`src/hw/aht_pkg.sv`:
```
// Shared constants and types for the acquisition hardware trigger unit.
// Assumes a single 200 MHz clock and a synchronous active-high reset.
package aht_pkg;

  // Clock period in picoseconds.
  localparam int unsigned CLK_PERIOD_PS = 5000;
  // Width of the glitch filter length field.
  localparam int unsigned FILT_W = 8;
  // Width of the edge count field.
  localparam int unsigned EDGE_W = 8;
  // Width of the sequence count field.
  localparam int unsigned SEQ_W = 16;
  // Most channels in one sequence list.
  localparam int unsigned MAX_CH = 16;
  // Width of one channel number.
  localparam int unsigned CH_W = 4;
  // Width of the list length field, which holds 1 to 16.
  localparam int unsigned LEN_W = 5;
  // Reset values of counters.
  localparam logic [EDGE_W-1:0] EDGE_RST = 8'h00;
  localparam logic [SEQ_W-1:0] SEQ_RST = 16'h0000;
  localparam logic [FILT_W-1:0] FILT_RST = 8'h00;
  localparam logic [CH_W-1:0] CH_RST = 4'h0;

  // Acquisition modes selected by software.
  typedef enum logic [1:0] {
    AHT_ACQ_AUTO,
    AHT_ACQ_SEQ,
    AHT_ACQ_MINMAX,
    AHT_ACQ_OFF
  } aht_acq_mode_t;

  // Which trigger edges count.
  typedef enum logic [1:0] {
    AHT_EDGE_RISE,
    AHT_EDGE_FALL,
    AHT_EDGE_BOTH,
    AHT_EDGE_NONE
  } aht_edge_sel_t;

  // Software configuration carried as one bundle.
  typedef struct packed {
    aht_acq_mode_t acq_mode;
    aht_edge_sel_t edge_sel;
    logic filt_en;
    logic [FILT_W-1:0] filt_len;
    logic [EDGE_W-1:0] edges_needed;
    logic one_shot;
    logic [SEQ_W-1:0] seq_count;
    logic [LEN_W-1:0] list_len;
    logic [MAX_CH*CH_W-1:0] ch_list;
  } aht_cfg_t;

endpackage : aht_pkg

```
`src/hw/aht_filter.sv`:
```
// Glitch filter and edge detector for the external trigger pin.
// Assumes the pin is asynchronous to clk; it passes three flip-flops first.
`timescale 1ns/10ps
module aht_filter (
  input wire logic clk,
  input wire logic srst,
  input wire logic trig_pin,
  input wire logic filt_en,
  input wire logic [aht_pkg::FILT_W-1:0] filt_len,
  input wire aht_pkg::aht_edge_sel_t edge_sel,
  output logic edge_seen
);
  import aht_pkg::*;

  logic [2:0] sync_q;
  logic level_q;
  logic [FILT_W-1:0] stable_q;
  logic [FILT_W-1:0] stable_d;
  logic agree;
  logic differs;
  logic accept;
  logic rise;
  logic fall;

  // Synchroniser; only the agreement of stages two and three is used.
  always_ff @(posedge clk) begin
    if (srst) begin
      sync_q <= 3'b000;
    end else begin
      sync_q <= {sync_q[1:0], trig_pin};
    end
  end

  // A new level must hold filt_len cycles before it is accepted.
  assign agree = (sync_q[1] == sync_q[2]);
  assign differs = agree && (sync_q[2] != level_q);
  assign stable_d = differs ? stable_q + 8'h01 : FILT_RST;
  assign accept = differs && (!filt_en || stable_q >= filt_len);

  always_ff @(posedge clk) begin
    if (srst) begin
      stable_q <= FILT_RST;
      level_q <= 1'b0;
    end else begin
      stable_q <= accept ? FILT_RST : stable_d;
      if (accept) begin
        level_q <= sync_q[2];
      end
    end
  end

  // Edge selection on the filtered level.
  assign rise = accept && sync_q[2];
  assign fall = accept && !sync_q[2];
  assign edge_seen = (edge_sel == AHT_EDGE_RISE && rise) ||
                     (edge_sel == AHT_EDGE_FALL && fall) ||
                     (edge_sel == AHT_EDGE_BOTH && accept);

  // A filtered transition needs the raw level to stay put for the count.
  // A length of zero accepts on the first agreeing cycle, so it is left out here.
  filt_hold_a: assert property (@(posedge clk) disable iff (srst)
    (accept && filt_en && filt_len != FILT_RST) |-> $stable(sync_q[2]) && agree)
    else $error("Filtered edge accepted on an unstable input.");

endmodule : aht_filter

```
`src/hw/aht_trigger.sv`:
```
// Hardware trigger unit: edge counting, one-shot and sequence modes,
// and the channel list stepper that drives the acquisition sequencer.
// Assumes the sequencer answers each channel request with conv_done.
`timescale 1ns/10ps
module aht_trigger (
  input wire logic clk,
  input wire logic srst,
  input wire logic trig_pin,
  input wire aht_pkg::aht_cfg_t cfg,
  input wire logic sw_start,
  input wire logic sw_stop,
  input wire logic conv_done,
  output logic conv_req,
  output logic [aht_pkg::CH_W-1:0] conv_ch,
  output logic armed,
  output logic busy,
  output logic trig_action,
  output logic [aht_pkg::EDGE_W-1:0] edge_cnt
);
  import aht_pkg::*;

  typedef enum logic [1:0] {
    AHT_IDLE,
    AHT_WAIT,
    AHT_RUN,
    AHT_DONE
  } aht_state_t;

  aht_state_t state_q;
  aht_state_t state_d;
  logic [EDGE_W-1:0] edge_q;
  logic [EDGE_W-1:0] edge_d;
  logic [SEQ_W-1:0] seq_q;
  logic [SEQ_W-1:0] seq_d;
  logic [LEN_W-1:0] idx_q;
  logic [LEN_W-1:0] idx_d;
  logic req_q;
  logic [CH_W-1:0] ch_q;
  logic [CH_W-1:0] list_ch [MAX_CH];
  logic edge_seen;
  logic mode_ok;
  logic edge_use;
  logic fire;
  logic last_ch;
  logic last_seq;
  logic [LEN_W-1:0] len_eff;

  aht_filter u_filter (
    .clk(clk),
    .srst(srst),
    .trig_pin(trig_pin),
    .filt_en(cfg.filt_en),
    .filt_len(cfg.filt_len),
    .edge_sel(cfg.edge_sel),
    .edge_seen(edge_seen)
  );

  // Unpack the channel list; entry 0 sits in the lowest nibble.
  for (genvar i = 0; i < MAX_CH; i++) begin : g_list
    assign list_ch[i] = cfg.ch_list[i*CH_W +: CH_W];
  end

  // Trigger qualification and edge counting.
  assign mode_ok = (cfg.acq_mode == AHT_ACQ_AUTO) || (cfg.acq_mode == AHT_ACQ_SEQ);
  assign edge_use = edge_seen && (state_q == AHT_WAIT) && mode_ok;
  // An edge count of zero is treated as one, so a trigger can always fire.
  assign fire = edge_use && (edge_q + 8'h01 >= cfg.edges_needed);
  assign edge_d = (sw_start || fire) ? EDGE_RST :
                  edge_use ? edge_q + 8'h01 : edge_q;

  // Channel list walk; a list length of zero is taken as one entry.
  assign len_eff = (cfg.list_len == 5'h00) ? 5'h01 :
                   (cfg.list_len > 5'h10) ? 5'h10 : cfg.list_len;
  assign last_ch = (idx_q + 5'h01 >= len_eff);
  assign last_seq = (cfg.seq_count != SEQ_RST) && (seq_q + 16'h0001 >= cfg.seq_count);

  // Next state: stop always wins, start re-arms from any state.
  always_comb begin
    state_d = state_q;
    seq_d = seq_q;
    idx_d = idx_q;
    unique case (state_q)
      AHT_IDLE: begin
      end
      AHT_WAIT: begin
        if (fire) begin
          state_d = AHT_RUN;
          seq_d = SEQ_RST;
          idx_d = 5'h00;
        end
      end
      AHT_RUN: begin
        if (conv_done) begin
          idx_d = last_ch ? 5'h00 : idx_q + 5'h01;
          if (last_ch) begin
            seq_d = seq_q + 16'h0001;
            if (last_seq) begin
              state_d = cfg.one_shot ? AHT_DONE : AHT_WAIT;
            end
          end
        end
      end
      AHT_DONE: begin
      end
    endcase
    if (sw_start) begin
      state_d = AHT_WAIT;
      idx_d = 5'h00;
      seq_d = SEQ_RST;
    end
    if (sw_stop) begin
      state_d = AHT_IDLE;
    end
  end

  // State and counters.
  always_ff @(posedge clk) begin
    if (srst) begin
      state_q <= AHT_IDLE;
      edge_q <= EDGE_RST;
      seq_q <= SEQ_RST;
      idx_q <= 5'h00;
    end else begin
      state_q <= state_d;
      edge_q <= edge_d;
      seq_q <= seq_d;
      idx_q <= idx_d;
    end
  end

  // Conversion request and channel number from flip-flops.
  always_ff @(posedge clk) begin
    if (srst) begin
      req_q <= 1'b0;
      ch_q <= CH_RST;
    end else begin
      req_q <= (state_d == AHT_RUN);
      ch_q <= list_ch[idx_d[CH_W-1:0]];
    end
  end

  assign conv_req = req_q;
  assign conv_ch = ch_q;
  assign armed = (state_q == AHT_WAIT);
  assign busy = (state_q == AHT_RUN);
  assign trig_action = fire;
  assign edge_cnt = edge_q;

  // No trigger action outside the two allowed acquisition modes.
  // Checked against the raw mode field so a broken decode would show.
  mode_gate_a: assert property (@(posedge clk) disable iff (srst)
    trig_action |-> armed && (cfg.acq_mode == AHT_ACQ_AUTO || cfg.acq_mode == AHT_ACQ_SEQ))
    else $error("Trigger action in a disallowed mode or state.");

  // Action moves the unit into acquisition on the next edge.
  fire_run_a: assert property (@(posedge clk) disable iff (srst)
    (trig_action && !sw_start && !sw_stop) |=> busy && edge_cnt == EDGE_RST)
    else $error("Trigger action did not start acquisition.");

  // Edge count never moves while acquiring.
  busy_hold_a: assert property (@(posedge clk) disable iff (srst)
    (busy && $past(busy) && !$past(sw_start)) |-> $stable(edge_cnt))
    else $error("Edge counter moved during acquisition.");

  // Start clears the edge count.
  start_clr_a: assert property (@(posedge clk) disable iff (srst)
    sw_start |=> edge_cnt == EDGE_RST)
    else $error("Software start did not clear the edge counter.");

  // One-shot completion never returns to waiting by itself.
  one_shot_a: assert property (@(posedge clk) disable iff (srst)
    (state_q == AHT_DONE && !sw_start) |=> !armed && !busy)
    else $error("One-shot unit re-armed without a start.");

  // One-shot mode parks after its sequences instead of re-arming.
  shot_park_a: assert property (@(posedge clk) disable iff (srst)
    (busy && conv_done && last_ch && last_seq && cfg.one_shot && !sw_start && !sw_stop)
      |=> state_q == AHT_DONE && !conv_req)
    else $error("One-shot unit did not park after its sequences.");

  // Sequence mode re-arms after the last sequence.
  seq_rearm_a: assert property (@(posedge clk) disable iff (srst)
    (busy && conv_done && last_ch && last_seq && !cfg.one_shot && !sw_start && !sw_stop)
      |=> armed)
    else $error("Sequence mode did not re-arm.");

  // Continuous mode only leaves acquisition on stop or start.
  cont_run_a: assert property (@(posedge clk) disable iff (srst)
    (busy && cfg.seq_count == SEQ_RST && !sw_stop && !sw_start) |=> busy)
    else $error("Continuous acquisition ended without a stop.");

  // Channel index stays inside the programmed list.
  list_bound_a: assert property (@(posedge clk) disable iff (srst)
    busy |-> idx_q < len_eff)
    else $error("Channel index left the programmed list.");

  // Every acquisition starts at the head of the channel list.
  list_head_a: assert property (@(posedge clk) disable iff (srst)
    $rose(conv_req) |-> conv_ch == list_ch[0])
    else $error("Acquisition did not start at the first list entry.");

  // Stop returns the unit to idle.
  stop_idle_a: assert property (@(posedge clk) disable iff (srst)
    sw_stop |=> !armed && !busy && !conv_req)
    else $error("Stop did not idle the unit.");

  fire_c: cover property (@(posedge clk) disable iff (srst) trig_action);
  rearm_c: cover property (@(posedge clk) disable iff (srst) busy ##1 armed);
  done_c: cover property (@(posedge clk) disable iff (srst) busy ##1 state_q == AHT_DONE);
  drop_c: cover property (@(posedge clk) disable iff (srst) busy && edge_seen);
  stop_c: cover property (@(posedge clk) disable iff (srst) busy && sw_stop);

endmodule : aht_trigger

```
`config.mk`:
```
export PLATFORM = sky130hd
export DESIGN_NAME = aht_trigger
export DESIGN_NICKNAME = d
export VERILOG_FILES = /design/src/hw/aht_pkg.sv /design/src/hw/aht_filter.sv /design/src/hw/aht_trigger.sv
export SDC_FILE = /design/constraint.sdc
export NUM_CORES = 1
export LEC_CHECK = 0
export CORE_MARGIN = 5
export CORE_UTILIZATION = 48
export CTS_BUF_LIST = sky130_fd_sc_hd__clkbuf_4 sky130_fd_sc_hd__clkbuf_8 sky130_fd_sc_hd__clkbuf_16
export DETAILED_ROUTE_END_ITERATION = 10
export DONT_BUFFER_PORTS = 1
export PLACE_DENSITY_LB_ADDON = 0.08
export SYNTH_ARGS = -nofsm -noshare
export SYNTH_HDL_FRONTEND = slang
export SYNTH_HIERARCHICAL = 1
export SYNTH_SLANG_ARGS = --single-unit
```
`constraint.sdc`:
```
create_clock -name clk -period 4.7 [get_ports clk]
set_clock_uncertainty 0.15 [all_clocks]
set_input_delay 0.94 -clock clk [delete_from_list [all_inputs] [get_ports clk]]
set_output_delay 0.94 -clock clk [all_outputs]
set_load 0.01 [all_outputs]
```
==> flow_summary.yaml <==
outcome:
  status: "completed"
timing:
  slew_headroom_pct: 22.6
  final.min_clock_period_ps: 4150
  tightest_slew_ps: 1160
  rsz0062_at_grt: "no"
  hold_viol: 0
  setup_tns_ps: 0
  postLayoutSetupSlackWorst_ps: 554
  setup-violations-final: 0
  slew_violations: 0
  fmax_mhz: 241
  fin_crit_sh_pct: 88.2
yosys:
  synth_area_per_cell_sq_um: 7.76
  synthTopCellsByArea: "dfxtp_1 23%, ha_1 13%, o211ai_1 7.8%"
  yosys_warnings: 6
  synthAdderAreaFrac_pct: 12.7
  yosys.area_share.simple_pct: 22.9
  synth_cells: 545
  synth_top_area_cell: "dfxtp_1"
  synth_seq_cells: 48
  ys_seq_area_share_pct: 22.7
  ys_types: 60
  syn_area_sq_um: 4230
  synthFlopType: "dfxtp_1"
  synth_mux_area_share_pct: 4.50
  async_flop_share_pct: 0
  yosysTopAreaCellShare_pct: 22.7
  synth-edff-count: 0
  synth_xor_area_share_pct: 7.66
  synth_top_family_by_area: "simple AND/OR/NAND/NOR gates"
  synth_commonest_cells: "55 x inv_1, 55 x nand2_1, 48 x dfxtp_1"
  synthesis.nets: 701
  synth_compound_gate_area_share_pct: 22.4
critical_path:
  path_max_fanout: 30
  reg2regPathDepth: 14
  cp-end-kind: "flip-flop"
  crit_required_ps: 4730
  slowest_stage: "a21oi_2"
  startpoint: "cfg[95]"
  slowest_delay_ps: 860
  crit_arrival_ps: 4180
  ff2ff_setup_slack_ps: 560
  start_kind: "input port"
  critPathKind: "input port to flip-flop"
  cp_cell_sequence: "inv_1, ha_1, or4_1, a21oi_2, o31ai_2, o21a_1, nand2b_1, a32o_1, nor4_2, buf_4, a21oi_2, o211ai_1, o211ai_1, nand4_1"
  r2r_end: "conv_req$_SDFF_PP0_"
  cp-endpoint: "conv_ch[0]$_SDFF_PP0_"
  worstReg2RegStart: "seq_q[0]$_SDFFE_PP0P_"
placed_design:
  place_ws_ps: 262
  io_buffers: 0
  dpl.hpwl_mm: 7.98
  place_congestion: 0.779
clock_network:
  cts_sinks: 48
  cts_resized: 0
  cts_root_buf: "clkbuf_8"
  clock_latency_ps: 300
  cts.path.max_buffers: 2
  cts_made_buffers: 5
  post_cts_buffers: 0
  hold_buffers: 0
  cts_tree: "built"
  cts_max_level: 2
  clk_pin_slew_worst_paths_ps: 90
route:
  drc: 0
  drt_iter0_drc: 146
  dr.pass1.iters: 6
  ant_nets: 0
  finalWirelength_mm: 10.1
  routed_via_density: 5.73
  vias: 3714
  routedWlPerCell_um: 15.6
job:
  drv_cap: 0
die:
  dieArea_sq_um: 10800
  io_pins: 129
  coreArea_sq_um: 8640
  start_util_pct: 49.0
  fp-row-count: 34
  die_y_um: 104
  die_x_um: 104
global_routing:
  track_usage_pct: 18.4
  grt_start_max_net_pins: 33
  grt_pass1_wl_mm: 17.4
  grt_pass1_vias: 3818
  use_met1_pct: 24.6
  grt_util_met2_pct: 30.7
  use_met3_pct: 3.79
  top_usage_layer: "met2"
  antenna_found_initial: 0
  gr-total-overflow: 0
final_layout:
  multi_input_area_sq_um: 2970
  antenna_cells: 0
  nNetsFinal: 696
  post-route-util_pct: 51.2
  seq_area_sq_um: 961
  layout-drive-gt1-share_pct: 7.96
  fill_cells: 878
  area_growth_pct: 4.55
pwr:
  power_density_nw_per_um2: 169
  p_leak_nw: 1.77
  peakVddDrop_mv: 0.138
worst_hold_path:
  holdPathStages: 1
  hold_class: "flip-flop to flip-flop"
-- state kept, by name, indices dropped and copies added, names as in the netlist --
register / flops
u_filter/level_q: 1
edge_cnt: 8
u_filter/sync_q: 3
state_q: 2
conv_req: 1
u_filter/stable_q: 8
idx_q: 5
seq_q: 16
conv_ch: 4
-- cell usage in the layout (no fill, tap or decap), types with 16 or more instances in the layout --
master / n
a21oi_1: 24
dfxtp_1: 48
ha_1: 43
inv_1: 55
nand2_1: 55
nand3_1: 19
nor2_1: 34
o211ai_1: 44
o21ai_0: 19
xnor2_1: 21
xor2_1: 16
-- cell families after synthesis --
family / count (synthesis)
AOI/OAI and AO/OA: 134
xor gates and xnor gates: 37
adders and majority gates: 43
buffers and inverters: 75
muxes: 17
and+or+nand+nor: 191
DFF: 48
-- worst min-delay path by stage --
stage	start	endpoint	slack, ps
2_1_floorplan	u_filter/sync_q[0]$_SDFF_PP0_	u_filter/sync_q[1]$_SDFF_PP0_	260
3_3_place_gp	u_filter/sync_q[0]$_SDFF_PP0_	u_filter/sync_q[1]$_SDFF_PP0_	290
3_5_place_dp	u_filter/sync_q[0]$_SDFF_PP0_	u_filter/sync_q[1]$_SDFF_PP0_	290
4_1_cts	u_filter/sync_q[0]$_SDFF_PP0_	u_filter/sync_q[1]$_SDFF_PP0_	310
5_1_grt	u_filter/sync_q[0]$_SDFF_PP0_	u_filter/sync_q[1]$_SDFF_PP0_	330
6_report	u_filter/sync_q[0]$_SDFF_PP0_	u_filter/sync_q[1]$_SDFF_PP0_	300
-- report_power, final --
| part | switching, mW | internal (mW) | total, mW | leakage (nW) |
|---|---|---|---|---|
| logic | 0.0466 | 0.0303 | 0.0769 | 1.33 |
| clock network | 0.138 | 0.118 | 0.255 | 0.0473 |
| registers | 0.00332 | 0.410 | 0.413 | 0.388 |
| total | 0.188 | 0.558 | 0.746 | 1.77 |
-- metrics by stage --
stage	hold WS [ps]	total power [mW]	instances	instance area [sq um]
3_3_place_gp	290	0.498	641	4330
6_report	301	0.746	648	4420
5_1_grt	331	0.790	648	4420
3_5_place_dp	288	0.500	641	4330
2_1_floorplan	264	0.482	545	4230
4_1_cts	308	0.762	648	4420
-- worst max-delay path, delay by kind of cell --
kind                       cells  cell delay, ps
AOI/OAI and AO/OA              7            2090
buffers and inverters          2             180
and+or+nand+nor                4             790
adders and majority gates      1             170
-- routing by layer --
metal  vias to the layer above  wire length [um]
li1                       1930                 -
met1                      1693              4780
met2                        81              4730
met3                        10               472
met5                         -                 0
met4                         0               108
-- area by class of cell --
cell class	count	share of cell area, %
flip-flops and latches	48	21.7
clock inverters	1	0.198
well taps	108	3.06
multi-input cells	422	67.2
repair buffers	7	1.19
clock buffers	6	1.87
inverters	56	4.75
Note: power is estimated with default switching activity, not from simulation.
